$ cat src/wdr_pkg.sv
package wdr_pkg;
  localparam int ADDR_W = 8;
  localparam int DATA_W = 16;
  localparam int CNT_W  = 10;
  localparam int PRE_W  = 14;
  localparam int INT_W  = 2;

  localparam logic [ADDR_W-1:0] ADDR_CLK_CFG  = 8'h00;
  localparam logic [ADDR_W-1:0] ADDR_CTRL     = 8'h04;
  localparam logic [ADDR_W-1:0] ADDR_KEY      = 8'h08;
  localparam logic [ADDR_W-1:0] ADDR_INT_STAT = 8'h0C;
  localparam logic [ADDR_W-1:0] ADDR_INT_MASK = 8'h10;

  localparam int CLK_RUN_IN_DEBUG_BIT = 8;
  localparam int CLK_DIV_LSB   = 4;
  localparam int CLK_SRC_LSB   = 0;
  localparam int CTRL_ACT_BIT  = 9;
  localparam int CTRL_NMIF_BIT = 8;
  localparam int CTRL_CLR_BIT  = 4;
  localparam int CTRL_RUN_LSB  = 0;
  localparam int INT_RST_BIT   = 0;
  localparam int INT_NMI_BIT   = 1;

  localparam logic [15:0]      KEY_UNLOCK    = 16'h0096;
  localparam logic [3:0]       RUN_STOP_CODE = 4'hA;
  localparam logic [3:0]       RUN_RD_IDLE   = 4'hA;
  localparam logic [3:0]       RUN_RD_RUN    = 4'h0;
  localparam logic [CNT_W-1:0] CNT_MAX       = 10'h3FF;
  localparam logic [PRE_W:0]   DIV_BASE      = 15'h0800;
  localparam logic [PRE_W-1:0] DIV_LOW_TERM  = 14'h007F;
  localparam logic [PRE_W-1:0] DIV_EXT_TERM  = 14'h0000;

  typedef enum logic [1:0] {SRC_INT, SRC_LOW, SRC_HIGH, SRC_EXT} wdr_src_t;
endpackage

$ cat src/wdr_tick_if.sv
interface wdr_tick_if;
  import wdr_pkg::*;
  logic       src_tick;
  logic       count_en;
  logic       restart;
  wdr_src_t   src_sel;
  logic [1:0] div_sel;
  logic       cnt_tick;

  modport ctl (output src_tick, output count_en, output restart, output src_sel,
               output div_sel, input cnt_tick);
  modport pre (input src_tick, input count_en, input restart, input src_sel,
               input div_sel, output cnt_tick);
endinterface

$ cat src/wdr_watchdog.sv
// Notes on behaviour
// RULE1: debug run bit keeps clock in debug
// RULE2: two-bit field picks counter clock source
// RULE3: fast sources divided by 2048 to 16384
// RULE4: low-speed fixed 1/128, external undivided
// RULE5: software aims for about 256 Hz
// RULE6: absent sources cannot be selected
// RULE7: overflow gives NMI or system reset
// RULE8: NMI flag set by overflow NMI
// RULE9: counter clear also clears NMI flag
// RULE10: NMI handler checks flag for source
// RULE11: clear bit write-one, always reads zero
// RULE12: code 0xA stops, others start
// RULE13: software clears counter when starting
// RULE14: protected writes need key 0x0096
// RULE15: ten-bit counter overflows after 1024 ticks
// RULE16: gated debug clock holds counter and prescaler until a clear
// RULE17: reserved bits read zero, ignore writes
// RULE18: reset leaves watchdog stopped and cleared
//
// The register offsets and the strobed register port were decided locally.
module wdr_watchdog
  import wdr_pkg::*;
#(
  parameter logic [3:0] SRC_PRESENT = 4'hF
) (
  input  wire logic              clk_sys_i,
  input  wire logic              rst_n_i,
  input  wire logic [ADDR_W-1:0] addr_i,
  input  wire logic [DATA_W-1:0] wr_data_i,
  input  wire logic              wr_i,
  input  wire logic              rd_i,
  output logic      [DATA_W-1:0] rd_data_o,
  input  wire logic [3:0]        osc_src_i,
  input  wire logic              debug_mode_i,
  output logic                   nmi_o,
  output logic                   sys_reset_req_o,
  output logic                   irq_o
);
  // reset selects source zero, so that source must exist
  if (!SRC_PRESENT[SRC_INT]) begin : g_chk_src
    $error("source zero must be present");
  end

  typedef struct packed {
    logic [3:0]        sync1;
    logic [3:0]        sync2;
    logic [3:0]        sync3;
    logic              run_in_debug;
    logic [1:0]        div_sel;
    wdr_src_t          src_sel;
    logic              act_nmi;
    logic              nmi_flag;
    logic              running;
    logic [CNT_W-1:0]  cnt;
    logic [15:0]       key;
    logic [INT_W-1:0]  int_stat;
    logic [INT_W-1:0]  int_mask;
    logic [DATA_W-1:0] rd_data;
    logic              nmi_pulse;
    logic              rst_pulse;
  } wdr_state_t;

  wdr_state_t s_r;
  wdr_state_t s_nxt;

  wdr_tick_if tk ();

  logic     unlocked;
  logic     wr_clk;
  logic     wr_ctl;
  logic     clear_now;
  logic     count_en;
  logic     ovf;
  wdr_src_t new_src;

  always_comb begin
    unlocked  = (s_r.key == KEY_UNLOCK);
    wr_clk    = wr_i && (addr_i == ADDR_CLK_CFG);
    wr_ctl    = wr_i && (addr_i == ADDR_CTRL);
    new_src   = wdr_src_t'(wr_data_i[CLK_SRC_LSB +: 2]);
    // RULE11: only a one clears
    clear_now = wr_ctl && unlocked && wr_data_i[CTRL_CLR_BIT];
    // RULE1: debug gate with run bit
    count_en  = s_r.running && (!debug_mode_i || s_r.run_in_debug);
    // RULE15: overflow on last count
    ovf       = tk.cnt_tick && count_en && (s_r.cnt == CNT_MAX) && !clear_now;
  end

  always_comb begin
    s_nxt = s_r;
    // only the second and third stages are looked at; the first may be metastable
    s_nxt.sync1 = osc_src_i;
    s_nxt.sync2 = s_r.sync1;
    s_nxt.sync3 = s_r.sync2;

    // RULE15: count divided ticks
    if (clear_now) begin
      s_nxt.cnt = '0;
    // RULE16: hold while gated
    end else if (tk.cnt_tick && count_en) begin
      s_nxt.cnt = s_r.cnt + CNT_W'(1);
    end

    // RULE9: clear drops NMI flag
    if (clear_now) begin
      s_nxt.nmi_flag = 1'b0;
    end
    // RULE8: overflow NMI sets flag
    if (ovf && s_r.act_nmi) begin
      s_nxt.nmi_flag = 1'b1;
    end

    // RULE7: action chosen by select bit
    s_nxt.nmi_pulse = ovf && s_r.act_nmi;
    s_nxt.rst_pulse = ovf && !s_r.act_nmi;

    // RULE14: key gates protected writes
    if (wr_clk && unlocked) begin
      s_nxt.run_in_debug   = wr_data_i[CLK_RUN_IN_DEBUG_BIT];
      s_nxt.div_sel = wr_data_i[CLK_DIV_LSB +: 2];
      // RULE6: absent source write ignored
      if (SRC_PRESENT[new_src]) begin
        s_nxt.src_sel = new_src;
      end
    end
    if (wr_ctl && unlocked) begin
      s_nxt.act_nmi = wr_data_i[CTRL_ACT_BIT];
      // RULE12: stop code versus run
      s_nxt.running = (wr_data_i[CTRL_RUN_LSB +: 4] != RUN_STOP_CODE);
    end
    // the key itself is never protected, otherwise it could not be unlocked
    if (wr_i && addr_i == ADDR_KEY) begin
      s_nxt.key = wr_data_i;
    end
    if (wr_i && addr_i == ADDR_INT_MASK) begin
      s_nxt.int_mask = wr_data_i[INT_W-1:0];
    end

    // read clears status; a new event in the same cycle still lands
    if (rd_i && addr_i == ADDR_INT_STAT) begin
      s_nxt.int_stat = '0;
    end
    if (ovf && !s_r.act_nmi) begin
      s_nxt.int_stat[INT_RST_BIT] = 1'b1;
    end
    if (ovf && s_r.act_nmi) begin
      s_nxt.int_stat[INT_NMI_BIT] = 1'b1;
    end

    // RULE17: reserved bits read zero
    s_nxt.rd_data = '0;
    if (rd_i) begin
      unique case (addr_i)
        ADDR_CLK_CFG: begin
          s_nxt.rd_data[CLK_RUN_IN_DEBUG_BIT]     = s_r.run_in_debug;
          s_nxt.rd_data[CLK_DIV_LSB +: 2]  = s_r.div_sel;
          s_nxt.rd_data[CLK_SRC_LSB +: 2]  = s_r.src_sel;
        end
        ADDR_CTRL: begin
          s_nxt.rd_data[CTRL_ACT_BIT]      = s_r.act_nmi;
          s_nxt.rd_data[CTRL_NMIF_BIT]     = s_r.nmi_flag;
          // RULE12: run code readback
          s_nxt.rd_data[CTRL_RUN_LSB +: 4] = s_r.running ? RUN_RD_RUN : RUN_RD_IDLE;
        end
        ADDR_KEY:      s_nxt.rd_data = s_r.key;
        ADDR_INT_STAT: s_nxt.rd_data[INT_W-1:0] = s_r.int_stat;
        ADDR_INT_MASK: s_nxt.rd_data[INT_W-1:0] = s_r.int_mask;
        default:       s_nxt.rd_data = '0;
      endcase
    end
  end

  // RULE18: all-zero reset is stopped
  always_ff @(posedge clk_sys_i) begin
    if (!rst_n_i) begin
      s_r <= '0;
    end else begin
      s_r <= s_nxt;
    end
  end

  // RULE2: selected source edge
  assign tk.src_tick = s_r.sync2[s_r.src_sel] & ~s_r.sync3[s_r.src_sel];
  assign tk.count_en = count_en;
  assign tk.restart  = clear_now;
  assign tk.src_sel  = s_r.src_sel;
  assign tk.div_sel  = s_r.div_sel;

  wdr_prescaler u_pre (
    .clk_sys_i (clk_sys_i),
    .rst_n_i   (rst_n_i),
    .tk        (tk.pre)
  );

  assign rd_data_o       = s_r.rd_data;
  assign nmi_o           = s_r.nmi_pulse;
  assign sys_reset_req_o = s_r.rst_pulse;
  assign irq_o           = |(s_r.int_stat & s_r.int_mask);
endmodule // wdr_watchdog

$ cat src/wdr_prescaler.sv
module wdr_prescaler
  import wdr_pkg::*;
(
  input  wire logic clk_sys_i,
  input  wire logic rst_n_i,
  wdr_tick_if.pre   tk
);
  typedef struct packed {
    logic [PRE_W-1:0] pre_cnt;
    logic             tick;
  } wdr_pre_state_t;

  wdr_pre_state_t s_r;
  wdr_pre_state_t s_nxt;
  logic [PRE_W-1:0] term;

  always_comb begin
    // RULE3: divider from field
    term = PRE_W'((DIV_BASE << tk.div_sel) - (PRE_W+1)'(1));
    unique case (tk.src_sel)
      // RULE4: fixed low-speed ratio
      SRC_LOW:  term = DIV_LOW_TERM;
      SRC_EXT:  term = DIV_EXT_TERM;
      SRC_INT,
      SRC_HIGH: term = PRE_W'((DIV_BASE << tk.div_sel) - (PRE_W+1)'(1));
    endcase
  end

  always_comb begin
    s_nxt = s_r;
    s_nxt.tick = 1'b0;
    // RULE15: fresh period on clear
    if (tk.restart) begin
      s_nxt.pre_cnt = '0;
    // RULE16: gated clock holds prescaler
    end else if (tk.src_tick && tk.count_en) begin
      if (s_r.pre_cnt >= term) begin
        s_nxt.pre_cnt = '0;
        s_nxt.tick    = 1'b1;
      end else begin
        s_nxt.pre_cnt = s_r.pre_cnt + PRE_W'(1);
      end
    end
  end

  always_ff @(posedge clk_sys_i) begin
    if (!rst_n_i) begin
      s_r <= '0;
    end else begin
      s_r <= s_nxt;
    end
  end

  assign tk.cnt_tick = s_r.tick;
endmodule // wdr_prescaler

$ cat config.mk
export PLATFORM = sky130hd
export DESIGN_NAME = wdr_watchdog
export DESIGN_NICKNAME = d
export VERILOG_FILES = /design/src/wdr_pkg.sv /design/src/wdr_tick_if.sv /design/src/wdr_watchdog.sv /design/src/wdr_prescaler.sv
export SDC_FILE = /design/constraint.sdc
export NUM_CORES = 1
export LEC_CHECK = 0
export BUFFER_PORTS_ARGS = -buffer_cell sky130_fd_sc_hd__clkbuf_2
export CAP_MARGIN = 30
export CORE_MARGIN = 2
export CORE_UTILIZATION = 35
export CTS_CLUSTER_SIZE = 10
export DETAILED_ROUTE_END_ITERATION = 10
export GPL_ROUTABILITY_DRIVEN = 0
export MAX_ROUTING_LAYER = met4
export PLACE_DENSITY_LB_ADDON = 0.3
export RECOVER_POWER = 25
export REMOVE_ABC_BUFFERS = 1
export SYNTH_ARGS = -nofsm -noshare
export SYNTH_HDL_FRONTEND = slang
export SYNTH_HIERARCHICAL = 1
export SYNTH_SLANG_ARGS = --single-unit
$ cat constraint.sdc
create_clock -name clk_sys_i -period 2.7 [get_ports clk_sys_i]
set_clock_uncertainty 0.2 [all_clocks]
set_input_delay 0.27 -clock clk_sys_i [delete_from_list [all_inputs] [get_ports clk_sys_i]]
set_output_delay 0.27 -clock clk_sys_i [all_outputs]
set_load 0.01 [all_outputs]
* Word-level counts from Yosys, hierarchy flattened
Index checks and enable logic that the tools add are counted.
Storage, ports and cells: bits in registers 83, latch bits 0, bits in writable memories 0, memory bits (read-only) 0, memories kept 0
Cells by class: $add $sub $neg 3, $mul 0, divide/modulo/power cells 0, $lt $le $gt $ge 3, equal/unequal tests 10, shifts and indexed selects 1, multiplexer cells 20, bitwise operators 5, reduce and logical (&&, ||, !) cells 31
Operators by type and width (number):
- $pmux 14 s3 | 1
- $eq 16x8->1 const B | 1
- $eq 8x4->1 const B | 2
- $logic_and 1x1->1 | 15
- $add 14x1->14 const B | 1
- $ge 14x14->1 | 1
- $mux 14 | 1
- $shl 12x2->14 const A | 1
- $sub 14x1->14 const B | 1
- $add 10x1->10 const B | 1
- $eq 10x10->1 const B | 1
- $pmux 2 s5 | 1
- $eq 8x3->1 const B | 1
- $eq 8x5->1 const B | 1
- $logic_not 8->1 | 1
- $mux 1 | 8
- $pmux 2 s2 | 2
- $bmux 1 s2 | 3
- $lt 2x3->1 const B | 2
- $reduce_bool 2->1 | 3
- $reduce_or 2->1 | 3
- $eq 2x2->1 const B | 2
- $mux 4 | 1
- $ne 4x4->1 const B | 1
- other kinds (13) | 18

* Longest topological paths before layout
depth after elaboration 8, mapped depth 9, mapped depth without buffers 9

* Modules after synthesis
Netlist, hierarchy kept.
By module, submodules not included:
- wdr_watchdog | instances 1, cells each 323, area an instance 2940.3 um^2, seq. area each 1361.3 um^2
- wdr_prescaler | instances 1, cells each 113, area an instance 1093.5 um^2, seq. area each 300.3 um^2

* Least setup slack after synthesis
OpenSTA, ideal clock, no wires.
path type register -> register, start reg s_r (netlist bit tk.src_sel[0]), end reg u_pre/s_r[7] (netlist bit), library setup time 0.077 ns, arrival time 1.917 ns, data required time 2.423 ns, setup slack 0.506 ns, stages on the path, launching flop included 9, clock period less this slack 2.194 ns, path through dfxtp_1 nand2_1 inv_1 ha_1 a21o_1 o311ai_4 a21oi_2 buf_6 nor3_2
On the way: cells in the longest elaborated chain, start to end 5, elaborated cells between the ends (all ways) 15, those cells by class 1 x order compare; 3 x eq/ne; 6 x mux; 2 x bitwise; 3 x reduce/logical
Ends and longest elaborated chain:
- from (decl) | RTL line wdr_watchdog.sv:64 | wdr_state_t s_r;
- from (signal assigned) | RTL line wdr_watchdog.sv:179 | s_r <= s_nxt;
- $eq 2x2->1 (tied with other cells) | RTL line wdr_prescaler.sv:20 | unique case (tk.src_sel)
- $reduce_or 2->1 or $mux 1 (tied branches) | RTL line wdr_prescaler.sv:20, wdr_watchdog.sv:184
- $pmux 14 s3 or $not 1->1 (tied branches) | RTL line wdr_prescaler.sv:20, wdr_watchdog.sv:184
- $ge 14x14->1 or $and 1x1->1 (tied branches) | RTL line wdr_prescaler.sv:37, wdr_watchdog.sv:184
- $mux 14 or $logic_and 1x1->1 (tied branches) | RTL line wdr_prescaler.sv:37, wdr_prescaler.sv:36
- to (signal assigned) | RTL line wdr_prescaler.sv:50 | s_r <= s_nxt;
- to (decl) | RTL line wdr_prescaler.sv:13 | wdr_pre_state_t s_r;
Parallel ways exist; a longest one is shown, timed or not. The select of a mux whose other input is x is not followed. A chain may end at the register's enable or synchronous reset.

* Worst setup path after layout
start reg s_r (netlist bit tk.src_sel[0]), end reg u_pre/s_r[7] (netlist bit)
On the way: cells in the longest elaborated chain, start to end 5, elaborated cells between the ends (all ways) 15, those cells by class 1 x order compare; 3 x eq/ne; 6 x mux; 2 x bitwise; 3 x reduce/logical
Ends and longest elaborated chain:
- $bmux 1 s2 | RTL line wdr_watchdog.sv:184 | assign tk.src_tick = s_r.sync2[s_r.src_sel] & ~s_r.sync3[s_r.src_sel];
- $mux 1 (not written as such) | RTL line wdr_watchdog.sv:184
- $not 1->1 | RTL line wdr_watchdog.sv:184
- $and 1x1->1 * | RTL line wdr_watchdog.sv:184
- net tk.src_tick | RTL line wdr_tick_if.sv:3 | logic src_tick;
- $logic_and 1x1->1 * | RTL line wdr_prescaler.sv:36 | end else if (tk.src_tick && tk.count_en) begin
Mark *: on every way through the listed nets, which the timed path passes. The rest lies on a longest branch. The select of a mux whose other input is x is not followed.

==> flow_summary.ini <==
[status]
run_status = completed

[pwr]
p_clk_share_pct = 51.1
comb_power_share_pct = 4.2
powerDensity_nw_per_um2 = 572.0
ir_drop_mv = 0.3153
switching_share_pct = 19.86
leakagePower_nw = 1.846
pwr-share-seq_pct = 44.7
p_int_mw = 2.212
p_switching_mw = 0.5482
total_power_mw = 2.760

[floorplanning]
initial_core_util_pct = 35.63
die-area_um2 = 12400
coreArea_um2 = 11320
fp-row-count = 39
die_width_um = 111.4
io_pins = 52
die_h_um = 111.4

[drt]
vias_per_cell = 5.092
dr.first_iter.drc_count = 218
post_drt_wl_per_cell_um = 14.02
drcViolationCount = 0
drtPass1Iterations = 4
num_vias = 3254
drt-total-wl_um = 8956
antenna_left = 0

[worst_setup_path]
timing.rr.start = tk.src_sel[0]
cp-end-kind = flop
critPathKind = flop to flop
critPathMaxFanout = 10
cp_data_required_time_ps = 2710
rrSetupSlack_ps = 240
crit_chain = buf_4 > o32a_1 > a21oi_1 > nand2_2 > nor2_1 > and3_2 > xnor2_1 > nor3_2
worst_ep_arrival_time_ps = 2470
startpoint_type = flop
max_stage_delay_ps = 370
cp-startpoint = tk.src_sel[0]
slowest_stage = dfxtp_2
reg2reg_depth = 8
worstReg2RegEnd = u_pre/s_r[7]
crit_end = u_pre/s_r[7]

[cells_and_area]
drive_above_1_share_pct = 21.57
n_fill_cell = 1149
final_nets = 540
design_area_um2 = 4826
final_cells = 639
fin_util_pct = 42.63
area_growth_pct = 19.63
insertedDiodeCount = 0

[placement]
detailedPlace.worstSlack_ps = 51.14
dp_hpwl_um = 6563
io_buffers = 51
placed_cells = 606
dpl_cell_area_um2 = 4325

[timing]
hold_slack_ps = 15.91
setup_viol = 0
setup_ws_ps = 244.2
rsz0062_at_grt = no
tightest_slew_ps = 1334
clock.fmax_mhz = 407.2
setup_tns_ps = 0
period_share_pct = 90.96
slew_headroom_pct = 11.09
hold_viol = 0
slew_violations = 0
fin_crit_ps = 2456

[clock_tree]
cts.sinks = 83
path_clk_slew_ps = 60
h-tree-depth = 3
cts-buffers-inserted = 9
root_buffer = clkbuf_16
cts_buffer_depth = 2
cts_tree = done
clk_latency_ps = 340
postCtsSetupBuffers = 0

[logic_synthesis]
yosysWarnings = 6
synthCells = 436
async_flop_share_pct = 0
syn_area_per_cell_um2 = 9.252
ys_seq_elements = 83
synth_edf_count = 0
ys_seq_area_share_pct = 41.19
netlist_area_um2 = 4034
ys.flop_type = dfxtp_1
ys_types = 64

[grt]
grt_pass1_wl_um = 14970
groute.usage.overall_pct = 15.30
grt_max_degree = 36
grt_antenna_before_repair = 0
grt_pass1_vias = 3053
overflow = 0

[job]
maxCapViolCount = 0

[min_path]
min_path_type = input port to flop
placed cells by master, fill, tap and decap left out, drive strengths merged, types with 7 or more instances in the layout:
master       count
a21oi           21
and2            16
and3            15
buf              8
clkbuf          64
dfxtp           83
dlygate4sd3     17
ha              16
inv              9
nand2           42
nand3           29
nand4           22
nor2            23
nor3            18
o21ai           30
or3              7
xnor2            7
xor2            12
layer usage:
| metal | GRT usage, % | wire length [um] | vias to the layer above | share of wire [%] |
|---|---|---|---|---|
| li1 | - | - | 1657 | - |
| met2 | 24.55 | 4420 | 59 | 49 |
| met3 | 2.940 | 302 | 7 | 3.4 |
| met1 | 19.36 | 4140 | 1531 | 46 |
| met4 | 5.432 | 93 | 0 | 1.0 |
| met5 | - | 0 | - | 0 |
worst min-delay path by stage:
stage                       startpoint            to  slack (ps)  depth (start not counted)
final                     wr_data_i[4]       s_r[26]          20                          3
after global routing         addr_i[4]  rd_data_o[8]          30                          2
after CTS                 wr_data_i[4]       s_r[26]           9                          3
after detailed placement     s_nxt[63]     s_nxt[59]         220                          1
after global placement       s_nxt[62]     s_nxt[58]         220                          1
after floorplan              addr_i[4]  rd_data_o[8]         140                          1
critical path, delay by kind of cell, from the launching register on:
kind,cells,cell delay [ps]
AND/OR/NAND/NOR,4,870
AO/OA/AOI/OAI,2,600
flip-flops,1,370
buffers and inverters,1,160
XOR/XNOR,1,130
layout make-up:
| class | instances | area (um^2) | area share [%] |
|---|---|---|---|
| Multi-Input combinational cell | 311 | 2136 | 44.26 |
| Sequential cell | 83 | 1663 | 34.46 |
| Timing Repair Buffer | 77 | 470.5 | 9.749 |
| Clock buffer | 12 | 246.5 | 5.108 |
| Tap cell | 143 | 178.9 | 3.708 |
| Clock inverter | 4 | 97.59 | 2.022 |
| Inverter | 9 | 33.78 | 0.7000 |
repair_timing:
item                                   in CTS  in global routing
gates resized for setup                     0                  2
endpoints found under the hold margin      17                  0
hold buffers                               17                  0
setup endpoints to repair                   0                 13
power groups by stage:
| stage | sequential, mW | clock, mW | combinational, mW |
|---|---|---|---|
| 2_1_floorplan | 1.26 | 0 | 0.0361 |
| 3_3_place_gp | 1.26 | 0 | 0.0956 |
| 3_5_place_dp | 1.26 | 0 | 0.0963 |
| 4_1_cts | 1.23 | 1.44 | 0.116 |
| 5_1_grt | 1.23 | 1.48 | 0.126 |
| 6_report | 1.23 | 1.41 | 0.115 |
Yosys cell counts, types with 9 or more instances:
| library cell | n | area [um^2] |
|---|---|---|
| a21oi_1 | 16 | 80.08 |
| and2_1 | 15 | 93.84 |
| and3_1 | 12 | 75.07 |
| buf_4 | 18 | 135.1 |
| dfxtp_1 | 83 | 1662 |
| ha_1 | 16 | 200.2 |
| inv_1 | 9 | 33.78 |
| nand2_1 | 41 | 153.9 |
| nand3_1 | 28 | 140.1 |
| nand4_1 | 20 | 125.1 |
| nor2_1 | 14 | 52.55 |
| nor2_2 | 9 | 56.30 |
| nor3_2 | 13 | 130.1 |
| o21ai_0 | 13 | 65.06 |
| o21ai_1 | 17 | 85.08 |
| xor2_1 | 12 | 105.1 |
kinds of logic after synthesis:
group                    count (synthesis)  share of synthesized area, %
adder cells (fa/ha/maj)                 16                         4.963
AO/OA/AOI/OAI                           70                         11.63
XOR/XNOR                                19                         4.125
multiplexers                             4                        0.9926
flip-flops                              83                         41.19
AND/OR/NAND/NOR                        202                         31.05
buffers and inverters                   42                         6.048
flip-flops by register name, summed over array words and instances (netlist names):
signal / count
tk.src_sel: 2
sys_reset_req_o: 1
u_pre/tk.cnt_tick: 1
tk.div_sel: 2
s_nxt: 8
s_r: 38
rd_data_o: 16
u_pre/s_r: 14
nmi_o: 1
No activity file was read; power rests on OpenSTA's default activity.
